**src/common/sra_pkg.sv**
```systemverilog
// Shared constants for the receive clock recovery and symbol alignment block
package sra_pkg;
    localparam int VOTE_WIN_UI = 12;
    localparam int STEP_DIV = 48;
    localparam int SETTLE_WIN = 3;
    localparam int LP_SETTLE_UI = 1524;
    localparam int LP_SETTLE_WIN = LP_SETTLE_UI / VOTE_WIN_UI;
    localparam int BLANK_UI = 16;
    localparam int ACC_MAX = 255;
    localparam int REALIGN_MAX_BC = 51;
    localparam int JOG_MAX_BC = 15;
    localparam int WORD_W_MAX = 20;
    localparam int WORD_W_16 = 16;
    localparam int SYM_W = 10;
    localparam int HIST_W = 30;

    localparam logic [2:0] LOOP_LOW_POWER = 3'h7;
    localparam logic [2:0] DESER_W20 = 3'h2;
    localparam logic [2:0] DESER_W16 = 3'h3;
    localparam logic [1:0] ALIGN_OFF = 2'h0;
    localparam logic [1:0] ALIGN_COMMA = 2'h1;
    localparam logic [1:0] ALIGN_JOG = 2'h2;
    localparam logic [1:0] LOSS_DETECT_ON = 2'h2;
    localparam logic [6:0] COMMA_POS = 7'h1F;
    localparam logic [6:0] COMMA_NEG = 7'h60;
endpackage

```
**src/common/sra_vote_if.sv**
```systemverilog
// Window vote results passed from the voter to the loop
`timescale 1ns/10ps
interface sra_vote_if;
    logic       win_done;
    logic [3:0] early_n;
    logic [3:0] late_n;
    modport src (output win_done, output early_n, output late_n);
    modport dst (input win_done, input early_n, input late_n);
endinterface

```
**src/hdl/sra_voter.sv**
```systemverilog
// Early/late voter over one twelve-bit window
`timescale 1ns/10ps
module sra_voter import sra_pkg::*; #(
    parameter int WIN_BITS = VOTE_WIN_UI
) (
    input  wire logic clk,
    input  wire logic rst,
    input  wire logic bit_vld,
    input  wire logic data_bit,
    input  wire logic phase_bit,
    sra_vote_if.src   vote
);
    typedef struct packed {
        logic [3:0] cnt;
        logic [3:0] early;
        logic [3:0] late;
        logic       prev_d;
        logic       done;
        logic [3:0] early_o;
        logic [3:0] late_o;
    } sra_vst_s;

    sra_vst_s st_q;
    sra_vst_s st_d;

    if (WIN_BITS < 2 || WIN_BITS > 15) begin : g_chk
        $error("WIN_BITS must fit a four-bit count");
    end

    always_comb begin
        logic [3:0] e_n;
        logic [3:0] l_n;
        st_d = st_q;
        st_d.done = 1'b0;
        e_n = st_q.early;
        l_n = st_q.late;
        if (bit_vld) begin
            // Only a transition carries timing information
            if (st_q.prev_d != data_bit) begin
                if (phase_bit == st_q.prev_d) begin
                    e_n = e_n + 4'h1;
                end else begin
                    l_n = l_n + 4'h1;
                end
            end
            st_d.prev_d = data_bit;
            if (st_q.cnt == 4'(WIN_BITS - 1)) begin
                st_d.cnt = 4'h0;
                st_d.done = 1'b1;
                st_d.early_o = e_n;
                st_d.late_o = l_n;
                st_d.early = 4'h0;
                st_d.late = 4'h0;
            end else begin
                st_d.cnt = st_q.cnt + 4'h1;
                st_d.early = e_n;
                st_d.late = l_n;
            end
        end
    end

    always_ff @(posedge clk) begin
        if (rst) begin
            st_q <= '0;
        end else begin
            st_q <= st_d;
        end
    end

    assign vote.win_done = st_q.done;
    assign vote.early_n = st_q.early_o;
    assign vote.late_n = st_q.late_o;
endmodule

```
**src/hdl/sra_rx_top.sv**
```systemverilog
// Receive clock recovery loop, deserializer and symbol alignment of one lane
//
// What this block does
// - Counter up on late, down on early majority
// - Threshold reached gives one 1/48 UI phase step
// - Ignore three windows after each threshold phase step; accumulator steps do not reload settling
// - Low-power loop code ignores many more windows
// - Each window sums twelve early/late comparisons
// - Phase step follows window close within blanking
// - Second-order accumulator counts threshold crossings
// - Accumulator sign and size drive regular steps
// - Accumulator limited to 255 magnitude steps
// - Width code 010 gives 20, 011 16 bits
// - Alignment select: off, comma, jog, reserved
// - Comma match on top seven symbol bits
// - Misaligned comma realigns word within 51 words
// - Ignore misaligned comma preceded by three MSB copies
// - Sync pulses after aligned comma word output
// - Comma alignment only in 20-bit width
// - Comma off holds alignment, sync stays low
// - Rising select MSB slips alignment one bit
// - Jog realignment done within 15 words
// - Sync high with first realigned word after jog
// - Loop code picks order and vote threshold
// - Phase sample decides early or late vote
`timescale 1ns/10ps
module sra_rx_top import sra_pkg::*; (
    input  wire logic        clk,
    input  wire logic        rst,
    input  wire logic        rx_bit_vld,
    input  wire logic        rx_data_bit,
    input  wire logic        rx_phase_bit,
    input  wire logic [2:0]  recovery_loop_select,
    input  wire logic [2:0]  deser_width_select,
    input  wire logic [1:0]  align_select,
    input  wire logic [1:0]  signal_loss_detect_cfg,
    input  wire logic        loopback_en,
    output logic             phase_step,
    output logic             phase_dir_late,
    output logic [5:0]       phase_code,
    output logic [19:0]      rx_word,
    output logic             rx_word_vld,
    output logic             rx_sync,
    output logic signed [8:0] freq_acc,
    output logic             loss_detect_en
);
    typedef struct packed {
        logic signed [4:0] cnt;
        logic [6:0]        settle;
        logic signed [8:0] acc;
        logic [7:0]        nco;
        logic [5:0]        phase;
        logic              step;
        logic              dir;
        logic [4:0]        bcnt;
        logic [29:0]       hist;
        logic [19:0]       word;
        logic              wvld;
        logic              sync;
        logic              cpend;
        logic              cprev;
        logic              jog_pend;
        logic              jog_sync;
        logic              msb_prev;
    } sra_st_s;

    sra_st_s st_q;
    sra_st_s st_d;

    sra_vote_if vote ();

    sra_voter #(
        .WIN_BITS (VOTE_WIN_UI)
    ) u_voter (
        .clk       (clk),
        .rst       (rst),
        .bit_vld   (rx_bit_vld),
        .data_bit  (rx_data_bit),
        .phase_bit (rx_phase_bit),
        .vote      (vote.src)
    );

    // Vote threshold per loop code
    function automatic logic [4:0] loop_thresh(input logic [2:0] sel);
        case (sel)
            3'h0: loop_thresh = 5'hF;
            3'h1: loop_thresh = 5'h7;
            3'h2: loop_thresh = 5'h3;
            3'h3: loop_thresh = 5'h1;
            3'h4: loop_thresh = 5'hF;
            3'h5: loop_thresh = 5'h3;
            3'h6: loop_thresh = 5'h1;
            default: loop_thresh = 5'h7;
        endcase
    endfunction

    // Modulo-48 phase pointer step
    function automatic logic [5:0] phase_move(input logic [5:0] p, input logic late);
        if (late) begin
            phase_move = (p == 6'(STEP_DIV - 1)) ? 6'h0 : p + 6'h1;
        end else begin
            phase_move = (p == 6'h0) ? 6'(STEP_DIV - 1) : p - 6'h1;
        end
    endfunction

    function automatic logic is_comma(input logic [6:0] top);
        is_comma = (top == COMMA_POS) || (top == COMMA_NEG);
    endfunction

    logic              second_order;
    logic              low_power;
    logic [4:0]        thresh;
    logic              win_use;
    logic signed [4:0] cnt_n;
    logic [4:0]        cnt_mag;
    logic              fo_hit;
    logic              fo_late;
    logic [8:0]        acc_mag;
    logic [8:0]        nco_sum;
    logic              so_hit;
    logic              w20;
    logic [4:0]        word_last;
    logic [29:0]       hist_n;
    logic              comma_seen;
    logic              comma_aligned;
    logic              comma_spurious;
    logic              comma_on;
    logic              realign_now;
    logic              word_end;

    assign second_order = !recovery_loop_select[2];
    assign low_power = recovery_loop_select == LOOP_LOW_POWER;
    assign thresh = loop_thresh(recovery_loop_select);
    assign win_use = vote.win_done && (st_q.settle == 7'h0);

    always_comb begin
        cnt_n = st_q.cnt;
        if (win_use) begin
            if (vote.late_n > vote.early_n) begin
                cnt_n = st_q.cnt + 5'sd1;
            end else if (vote.early_n > vote.late_n) begin
                cnt_n = st_q.cnt - 5'sd1;
            end
        end
    end

    assign cnt_mag = cnt_n[4] ? 5'(-cnt_n) : 5'(cnt_n);
    assign fo_hit = win_use && (cnt_mag >= thresh);
    assign fo_late = !cnt_n[4];
    assign acc_mag = st_q.acc[8] ? 9'(-st_q.acc) : 9'(st_q.acc);
    assign nco_sum = {1'b0, st_q.nco} + acc_mag;
    // Larger accumulator overflows the rate counter more often
    assign so_hit = second_order && vote.win_done && nco_sum[8];

    assign w20 = deser_width_select != DESER_W16;
    assign word_last = w20 ? 5'(WORD_W_MAX - 1) : 5'(WORD_W_16 - 1);
    assign hist_n = {st_q.hist[HIST_W-2:0], rx_data_bit};
    assign comma_seen = is_comma(hist_n[SYM_W-1:3]);
    assign comma_aligned = (st_q.bcnt == 5'(SYM_W - 1)) || (st_q.bcnt == 5'(2 * SYM_W - 1));
    // A K28.7 tail can look like a comma across the boundary
    assign comma_spurious = (hist_n[12:10] == {3{hist_n[9]}});
    assign comma_on = (align_select == ALIGN_COMMA) && w20;
    assign realign_now = rx_bit_vld && comma_on && comma_seen && !comma_aligned
                         && !comma_spurious;
    assign word_end = rx_bit_vld && (st_q.bcnt >= word_last);

    always_comb begin
        logic word_has_comma;
        word_has_comma = 1'b0;
        st_d = st_q;
        st_d.step = 1'b0;
        st_d.wvld = 1'b0;
        st_d.cnt = cnt_n;

        // Settling count only moves on window closes
        if (vote.win_done && st_q.settle != 7'h0) begin
            st_d.settle = st_q.settle - 7'h1;
        end

        // Phase step issued the cycle after the window closes
        if (fo_hit) begin
            st_d.cnt = 5'sd0;
            st_d.step = 1'b1;
            st_d.dir = fo_late;
            st_d.phase = phase_move(st_q.phase, fo_late);
            st_d.settle = low_power ? 7'(LP_SETTLE_WIN) : 7'(SETTLE_WIN);
        end else if (so_hit && st_q.acc != 9'sd0) begin
            st_d.step = 1'b1;
            st_d.dir = !st_q.acc[8];
            st_d.phase = phase_move(st_q.phase, !st_q.acc[8]);
        end

        if (second_order && vote.win_done) begin
            st_d.nco = nco_sum[7:0];
        end
        if (second_order && fo_hit) begin
            if (fo_late && st_q.acc != 9'(ACC_MAX)) begin
                st_d.acc = st_q.acc + 9'sd1;
            end else if (!fo_late && st_q.acc != -9'(ACC_MAX)) begin
                st_d.acc = st_q.acc - 9'sd1;
            end
        end

        // Jog request sampled on each word boundary
        if (word_end) begin
            st_d.msb_prev = align_select[1];
            if (align_select[1] && !st_q.msb_prev) begin
                st_d.jog_pend = 1'b1;
            end
        end

        if (rx_bit_vld) begin
            st_d.hist = hist_n;
            if (realign_now) begin
                // Next word ends ten bits later; this one is corrupt
                st_d.bcnt = 5'(SYM_W);
            end else if (st_q.jog_pend && !word_end) begin
                st_d.bcnt = st_q.bcnt;
                st_d.jog_pend = 1'b0;
                st_d.jog_sync = 1'b1;
            end else if (word_end) begin
                st_d.bcnt = 5'h0;
            end else begin
                st_d.bcnt = st_q.bcnt + 5'h1;
            end
            if (comma_on && comma_seen && comma_aligned) begin
                word_has_comma = 1'b1;
            end
        end

        if (word_end) begin
            st_d.wvld = 1'b1;
            st_d.word = w20 ? hist_n[19:0] : {4'h0, hist_n[15:0]};
            st_d.sync = (st_q.cprev && comma_on) || st_q.jog_sync;
            st_d.jog_sync = 1'b0;
            st_d.cprev = st_q.cpend || word_has_comma;
            st_d.cpend = 1'b0;
        end else if (word_has_comma) begin
            st_d.cpend = 1'b1;
        end
        if (!comma_on && !st_q.jog_sync && word_end) begin
            st_d.cprev = 1'b0;
        end
    end

    always_ff @(posedge clk) begin
        if (rst) begin
            st_q <= '0;
        end else begin
            st_q <= st_d;
        end
    end

    assign phase_step = st_q.step;
    assign phase_dir_late = st_q.dir;
    assign phase_code = st_q.phase;
    assign rx_word = st_q.word;
    assign rx_word_vld = st_q.wvld;
    assign rx_sync = st_q.sync;
    assign freq_acc = st_q.acc;
    assign loss_detect_en = (signal_loss_detect_cfg == LOSS_DETECT_ON) && !loopback_en;
endmodule

```
**config.mk**
```make
export PLATFORM = sky130hd
export DESIGN_NAME = sra_rx_top
export DESIGN_NICKNAME = d
export VERILOG_FILES = /design/src/common/sra_pkg.sv /design/src/common/sra_vote_if.sv /design/src/hdl/sra_voter.sv /design/src/hdl/sra_rx_top.sv
export SDC_FILE = /design/constraint.sdc
export NUM_CORES = 1
export LEC_CHECK = 0
export BUFFER_PORTS_ARGS = -buffer_cell sky130_fd_sc_hd__buf_2
export CORE_ASPECT_RATIO = 0.5
export CORE_MARGIN = 3
export CORE_UTILIZATION = 45
export CTS_CLUSTER_DIAMETER = 40
export DETAILED_ROUTE_END_ITERATION = 16
export PLACE_DENSITY = 0.62
export SLEW_MARGIN = 20
export SYNTH_ARGS = -nofsm -noshare
export SYNTH_HDL_FRONTEND = slang
export SYNTH_SLANG_ARGS = --single-unit
```
**constraint.sdc**
```tcl
create_clock -name clk -period 11.2 [get_ports clk]
set_input_delay 1.12 -clock clk [delete_from_list [all_inputs] [get_ports clk]]
set_output_delay 1.12 -clock clk [all_outputs]
set_load 0.02 [all_outputs]
```
==> metrics.txt, run 1 <==
status completed; dpl hpwl a little under 9 mm; crit path DAT roughly 4.6 ns; asr flop ratio synth 0%; Hold Crit Class register to register; Ports 56; Syn. warnings 0; worst ir drop on vdd 73.3 uV; count leader, synth dfxtp_1; Worst setup EP type register; Final GP Congestion between 0.8 and 0.9; Die Span Y around 90 um; Syn Nets 825; final setup fails 0; Avg Cell Area, Syn about 8.3 um2; initial antenna violation count 0; P_leak between 2 and 3 nW; CORE AREA between 0.01 and 0.015 mm2; ratio of cells with drive above 1 in the final layout around 11%; CTS clk-pin slew, worst paths around 0.080 ns; PortBufs 55; area leader, netlist dfxtp_1; unrepaired setup endpoints after global routing no; Post-Synthesis Cells 766; GR Util met1 about a quarter; die width approximately 170 um; CTS tree built; Clock Latency Late Sink 0.35 ns; Max H-tree Level 3; Syn Std Cell Area ~0.0063 mm2; Initial Utilization a little under half; via count of the first global-routing pass about 4,600; CP max-delay cell a2111oi_4; WHS around 0.45 ns; largest net degree at the start of global routing 81; final hold vios 0; hold_buf cts 0; global-route wire length before repair around 22 mm; ant diodes 0; slowest stage delay, CP 0.86 ns; cells on worst reg2reg path 16; cell family with most CP delay compound AO/OA/AOI/OAI gates; Reg area between 0.002 and 0.0025 mm2; EDFF count, synth 0; MaxCap Viol Count 0; crit path launch u_voter.vote.late_n[3]; Post-Layout Inst Area 0.00678 mm2; area share of the largest cell type after synthesis roughly 34%; Slew @ Worst Pin 0.914 ns; FILL cells approximately 1,300; row cnt 29; top cells by count, synth dfxtp_1, nand2_1, nor2_1; post-CTS resize count 0; via/cell ratio roughly 5.2; Hold Path Depth 2; DRT Pass-1 Iters 4; DRC errors left 0; Nets 830; GR Layer Usage met2 between 20% and 30%; hold endpoint rx_word[16]; crit path cell chain inv_1 > ha_1 > a21oi_1 > a31o_2 > nand2_4 > a21oi_1 > ha_1 > nor2_1 > xnor2_1 > ha_1 > nand3_1 > o21ai_1 > a31oi_4 > a2111oi_4 > mux2i_1 > nor2_1; total track usage between 10% and 20%; crit path time final 4.40 ns; Most Used Layer, Global Route met2; main area contributors after synthesis dfxtp_1, ha_1, a21oi_1, mux2i_1, nand2_1; Req. time, crit path ~11 ns; Reg2Reg Setup Slack between 6 and 7 ns; CP most frequent cell ha_1; PD cells ~110 mW/mm2; post-CTS setup buffers 0; sequential share of the synthesized area roughly 34%; Area growth syn-to-layout 6.95%; total routed wirelength between 10 and 15 mm; final worst path period share 39.3%; Place WS between 6 and 7 ns; RR Endpoint freq_acc[7]; Post-DP Area about 0.0065 mm2; min-delay src rx_word[16]; via count 5,031; critical path type register to register; First DRT Iteration DRCs 315; grt met3 use about 3.2%; ANT nets after route 0; Slew Viols, Final 0; Bufs and invs on worst path 1; clk root buf clkbuf_16; fmax approximately 230 MHz; maximum fanout along the worst path 11; Max Root-Sink Buffers 2; Synth Register Bits 109; GRT overflow 0; relative slew slack 39.1%; final setup margin ~6.8 ns; Num CTS Buffers 9; Top FF cell, synth dfxtp_1; reg2reg start u_voter.vote.late_n[3]; DR WL/cell 13.1 um; # clock sinks 109; Worst Setup Start Kind register; Setup Skew a little over 0.008 ns; setup TNS 0 ns; number of distinct library cells after synthesis 60; die area around 0.016 mm2; Multi-input gate area 0.00367 mm2
cell type report:
class | instances | area share, %
timing repair buffer | 57 | 4.28
inverter | 28 | 1.55
sequential | 109 | 32.2
clock buffer | 10 | 3.38
clock inverter | 6 | 0.997
multi-input combinational | 566 | 54.1
tap | 186 | 3.43
layer usage:
layer	vias to the layer above	share of wire [%]
li1	2640	-
met1	2292	54
met2	85	42
met3	14	3.6
met4	0	1.0
met5	-	0
worst reg2reg max path: stages (launching register included):
cell and delay (ns):
dfxtp_1 0.33, inv_1 0.04, ha_1 0.33, a21oi_1 0.42, a31o_2 0.29, nand2_4 0.06, a21oi_1 0.29, ha_1 0.31
nor2_1 0.09, xnor2_1 0.16, ha_1 0.31, nand3_1 0.07, o21ai_1 0.29, a31oi_4 0.11, a2111oi_4 0.86, mux2i_1 0.27
nor2_1 0.05
report_power, final:
group	internal, mW	leakage (nW)	total [mW]	switching, mW
Clock	0.158	0.144	0.319	0.161
Combinational	0.0136	1.81	0.0374	0.0237
Sequential	0.390	0.879	0.393	0.00328
logic make-up after synthesis:
kind of cell	share of synthesized area [%]
buffers and inverters	7.64
multiplexers	5.53
adder cells (fa/ha/maj)	8.73
flip-flops	34.4
AO/OA/AOI/OAI	17.1
AND/OR/NAND/NOR	20.7
XOR/XNOR	5.81
state kept, by name, summed over array words and instances (netlist names):
register               flops
st_q                      30
phase_code                 6
hist_n                    19
rx_word_vld                1
u_voter.vote.win_done      1
rx_word                   20
phase_dir_late             1
freq_acc                   9
u_voter.st_q              12
u_voter.vote.early_n       4
u_voter.vote.late_n        4
rx_sync                    1
phase_step                 1
through the flow:
step	instances	util [%]	power [mW]
after floorplan	766	-	0.429
after global placement	946	49.1	0.440
after detailed placement	946	49.1	0.440
after CTS	962	51.3	0.759
after global routing	962	51.3	0.782
final	962	51.3	0.750
cells in the final DEF, fill, tap and decap left out, drive strengths merged, types with 3 or more instances in the layout:
cell | Yosys | final
a221oi | 3 | 3
nand2b | 9 | 9
nand3 | 18 | 18
nor3 | 20 | 20
a32oi | 3 | 3
and3 | 4 | 4
nand2 | 92 | 92
mux2i | 35 | 35
clkbuf | 24 | 10
and2 | 10 | 10
a22o | 4 | 4
ha | 41 | 41
xnor2 | 25 | 25
a21oi | 75 | 75
dfxtp | 109 | 109
nand4 | 10 | 10
o21bai | 5 | 5
a21o | 14 | 14
clkinv | 0 | 3
o21a | 3 | 3
nand3b | 5 | 5
a211oi | 10 | 10
nor2b | 4 | 4
o21ai | 25 | 25
a311oi | 3 | 3
inv | 28 | 31
nor4 | 3 | 3
nor3b | 5 | 5
nor2 | 90 | 90
a31oi | 4 | 4
xor2 | 17 | 17
buf | 39 | 57
a31o | 3 | 3
worst max-delay path by stage:
stage                  end  slack [ns]  cells past startpoint
3_5_place_dp   freq_acc[7]        6.86                     16
2_1_floorplan  freq_acc[8]        7.16                     16
5_1_grt        freq_acc[8]        6.44                     16
3_3_place_gp   freq_acc[8]        6.96                     16
6_report       freq_acc[7]        6.80                     16
4_1_cts        freq_acc[7]        6.84                     16
Power figures use the tool's default switching activity.
==> run 2, diff against run 1 <==
Settings changed: PLACE_DENSITY 0.62 to 0.64.
Clock period 11.2 ns to 3.6 ns, I/O delays scaled along.
==> run 2 against run 1 <==
Clock power rose to 3.1 times the previous value. Cell count is 4.4% higher. Count of clock-buffer cells in the layout unchanged. Design area grew 8.7%. Maximum frequency is 23% higher. Sequential power increased to 3.1 times the previous value. Sequential cell count unchanged. Via count up 4.7%. Hold slack lost 0.17 ns. Critical path depth is 1 higher. First-iteration DRC count grew 12%. Core utilization increased by 4.5 points.
==> metrics.txt, run 2 (same netlist as run 1, synthesis figures left out) <==
largest net degree at the start of global routing 83 (+2.5%); crit path DAT 3.79 ns (-0.82 ns); clk root buf clkbuf_16; Post-DP Area 0.00675 mm2 (+4.1%); Bufs and invs on worst path 2 (+1); hold_buf cts 0 (unchanged); commonest cells after routing, fill and taps aside dfxtp_1, nand2_1, nor2_1, a21oi_1, buf_2; initial antenna violation count 0 (unchanged); critical path type register to register; total routed wirelength 13.6 mm (+7.8%); Initial Utilization 48.0% (unchanged); PD cells 320 mW/mm2 (+190%); Sequential Power Share 51.9% (-0.5 points); via/cell ratio 5.24 (+0.27%); ANT nets after route 0 (unchanged); Ports 56 (unchanged); Biggest register st_q; clock power share 42.3% (-0.3 points); Util after Layout 55.8% (+4.5 points); MaxCap Viol Count 0 (unchanged); relative slew slack 40.2% (+1.2 points); row cnt 29 (unchanged); Max Root-Sink Buffers 2 (unchanged); fmax 279 MHz (+23%); final setup fails 0 (unchanged); Post-Layout Inst Area 0.00736 mm2 (+8.7%); Clock Latency Late Sink 0.36 ns (about the same); status completed; dpl hpwl 9.29 mm (+5.2%); overall power 2.36 mW (+210%); total track usage 16.9% (+0.68 points); Area growth syn-to-layout 16.2%; DRT Pass-1 Iters 4 (unchanged); crit path time final 3.58 ns (-0.814 ns); die area 0.0156 mm2 (unchanged); DRC errors left 0 (unchanged); P_leak 3.07 nW (+8.4%); Die Span Y 89.9 um (unchanged); final hold vios 0 (unchanged); final setup margin 0.0152 ns (-6.79 ns); Max H-tree Level 3 (unchanged); ant diodes 0 (unchanged); Worst Setup Start Kind register; worst ir drop on vdd 254 uV (+250%); PortBufs 55 (unchanged); maximum fanout along the worst path 5 (-6); CTS tree built; DR WL/cell 13.6 um (+3.3%); CTS clk-pin slew, worst paths 0.08 ns (about the same); setup TNS 0 ns (unchanged); Hold Crit Class input pin to register; FILL cells 1,241 (-5.0%); CP max-delay cell dfxtp_2; Nets 872 (+5.1%); via count 5,265 (+4.7%); # clock sinks 109 (unchanged); unrepaired setup endpoints after global routing yes; First DRT Iteration DRCs 353 (+12%); global-route wire length before repair 22.6 mm (+3.6%); via count of the first global-routing pass 4,924 (+7.3%); slowest stage delay, CP 0.34 ns (-0.52 ns); Req. time, crit path 3.81 ns (-7.60 ns); combinational share of power 5.8% (+0.8 points); sw frac 25.4% (+0.31 points); Worst setup EP type register; Pint 1.76 mW (+210%); commonest non-fill, non-tap cell in the layout dfxtp_1; CORE AREA 0.0132 mm2 (unchanged); cell family with most CP delay compound AO/OA/AOI/OAI gates; GRT overflow 0 (unchanged); Slew @ Worst Pin 0.896 ns (-0.0173 ns); die width 174 um (unchanged); crit path cell chain inv_2 > ha_4 > nand4_1 > a31o_4 > a211oi_4 > ha_2 > nor2_2 > xnor2_1 > ha_1 > a21o_1 > a21oi_2 > o21ai_4 > a31oi_4 > buf_4 > o21ai_0 > a32oi_1 > nor2_1; Final GP Congestion 0.823 (+1.1%); ratio of cells with drive above 1 in the final layout 21.1% (+9.8 points); Place WS -0.0992 ns (-6.95 ns); Slew Viols, Final 0 (unchanged); Largest register FFs 30 (unchanged); Num CTS Buffers 9 (unchanged); final worst path period share 99.6% (+60 points); sw power 0.599 mW (+220%); Setup Skew 0.00834 ns (+0.000296 ns)
run 2: changes by cell type in the layout (fill, tap and decap cells not counted), sizes merged:
cell,previous run,this run
buf,57,97
a22oi,2,3
a31oi,4,5
clkinv,3,2
clkinvlp,0,1
run 2: cell type report:
| type | count | area, um2 | share of cell area, % |
|---|---|---|---|
| Clock inverter | 6 | 62.6 | 0.850 |
| Tap cell | 186 | 233 | 3.16 |
| Timing Repair Buffer | 97 | 611 | 8.29 |
| Sequential cell | 109 | 2190 | 29.7 |
| Inverter | 28 | 109 | 1.48 |
| Clock buffer | 10 | 229 | 3.11 |
| Multi-Input combinational cell | 568 | 3930 | 53.4 |
run 2: path summary, 6_finish.rpt:
| check | slack [ns] | to | startpoint | cells after the start |
|---|---|---|---|---|
| setup / recovery | 0.02 | st_q[93] | u_voter.vote.late_n[3] | 17 |
| hold reg to reg | 0.45 | rx_word[14] | rx_word[14] | 2 |
| hold / removal | 0.28 | rx_word[0] | rx_data_bit | 3 |
| setup reg to reg | 0.02 | st_q[93] | u_voter.vote.late_n[3] | 17 |
run 2: per-stage QoR:
step | hold slack, ns | instances
after global placement | 0.437 | 976
after global routing | 0.286 | 1004
after floorplan | 0.432 | 766
after CTS | 0.260 | 994
after detailed placement | 0.441 | 976
final | 0.277 | 1004
run 2: per-layer routing:
metal | vias up | wire length (um) | part of all wire, % | track usage, %
met1 | 2454 | 6940 | 51 | 22.7
met3 | 13 | 382 | 2.8 | 3.75
met4 | 0 | 153 | 1.1 | 4.21
li1 | 2731 | - | - | -
met2 | 67 | 6130 | 45 | 27.5
met5 | - | 0 | 0 | 0
run 2: power by group through the flow:
stage / Sequential [mW] / Combinational (mW) / Clock [mW]
6_report: 1.22 / 0.137 / 0.997
5_1_grt: 1.22 / 0.152 / 1.07
4_1_cts: 1.22 / 0.128 / 1.03
3_5_place_dp: 1.25 / 0.126 / 0
3_3_place_gp: 1.25 / 0.125 / 0
2_1_floorplan: 1.25 / 0.0859 / 0
run 2: what timing repair did:
item / in CTS / in global routing
gates resized for setup: 7 / 46
pin swaps: 2 / 26
setup endpoints to repair: 16 / 25
gates cloned: 1 / 1
hold endpoints to repair: 0 / 0
buffers inserted: 1 / 9
run 2: worst register-to-register path, delay by kind of cell, from the launching register on:
kind | cells | cell delay [ns]
AOI/OAI and AO/OA | 8 | 1.64
xor gates and xnor gates | 1 | 0.13
adders and majority gates | 3 | 0.83
buffers and inverters | 2 | 0.24
DFF | 1 | 0.34
and+or+nand+nor | 3 | 0.27
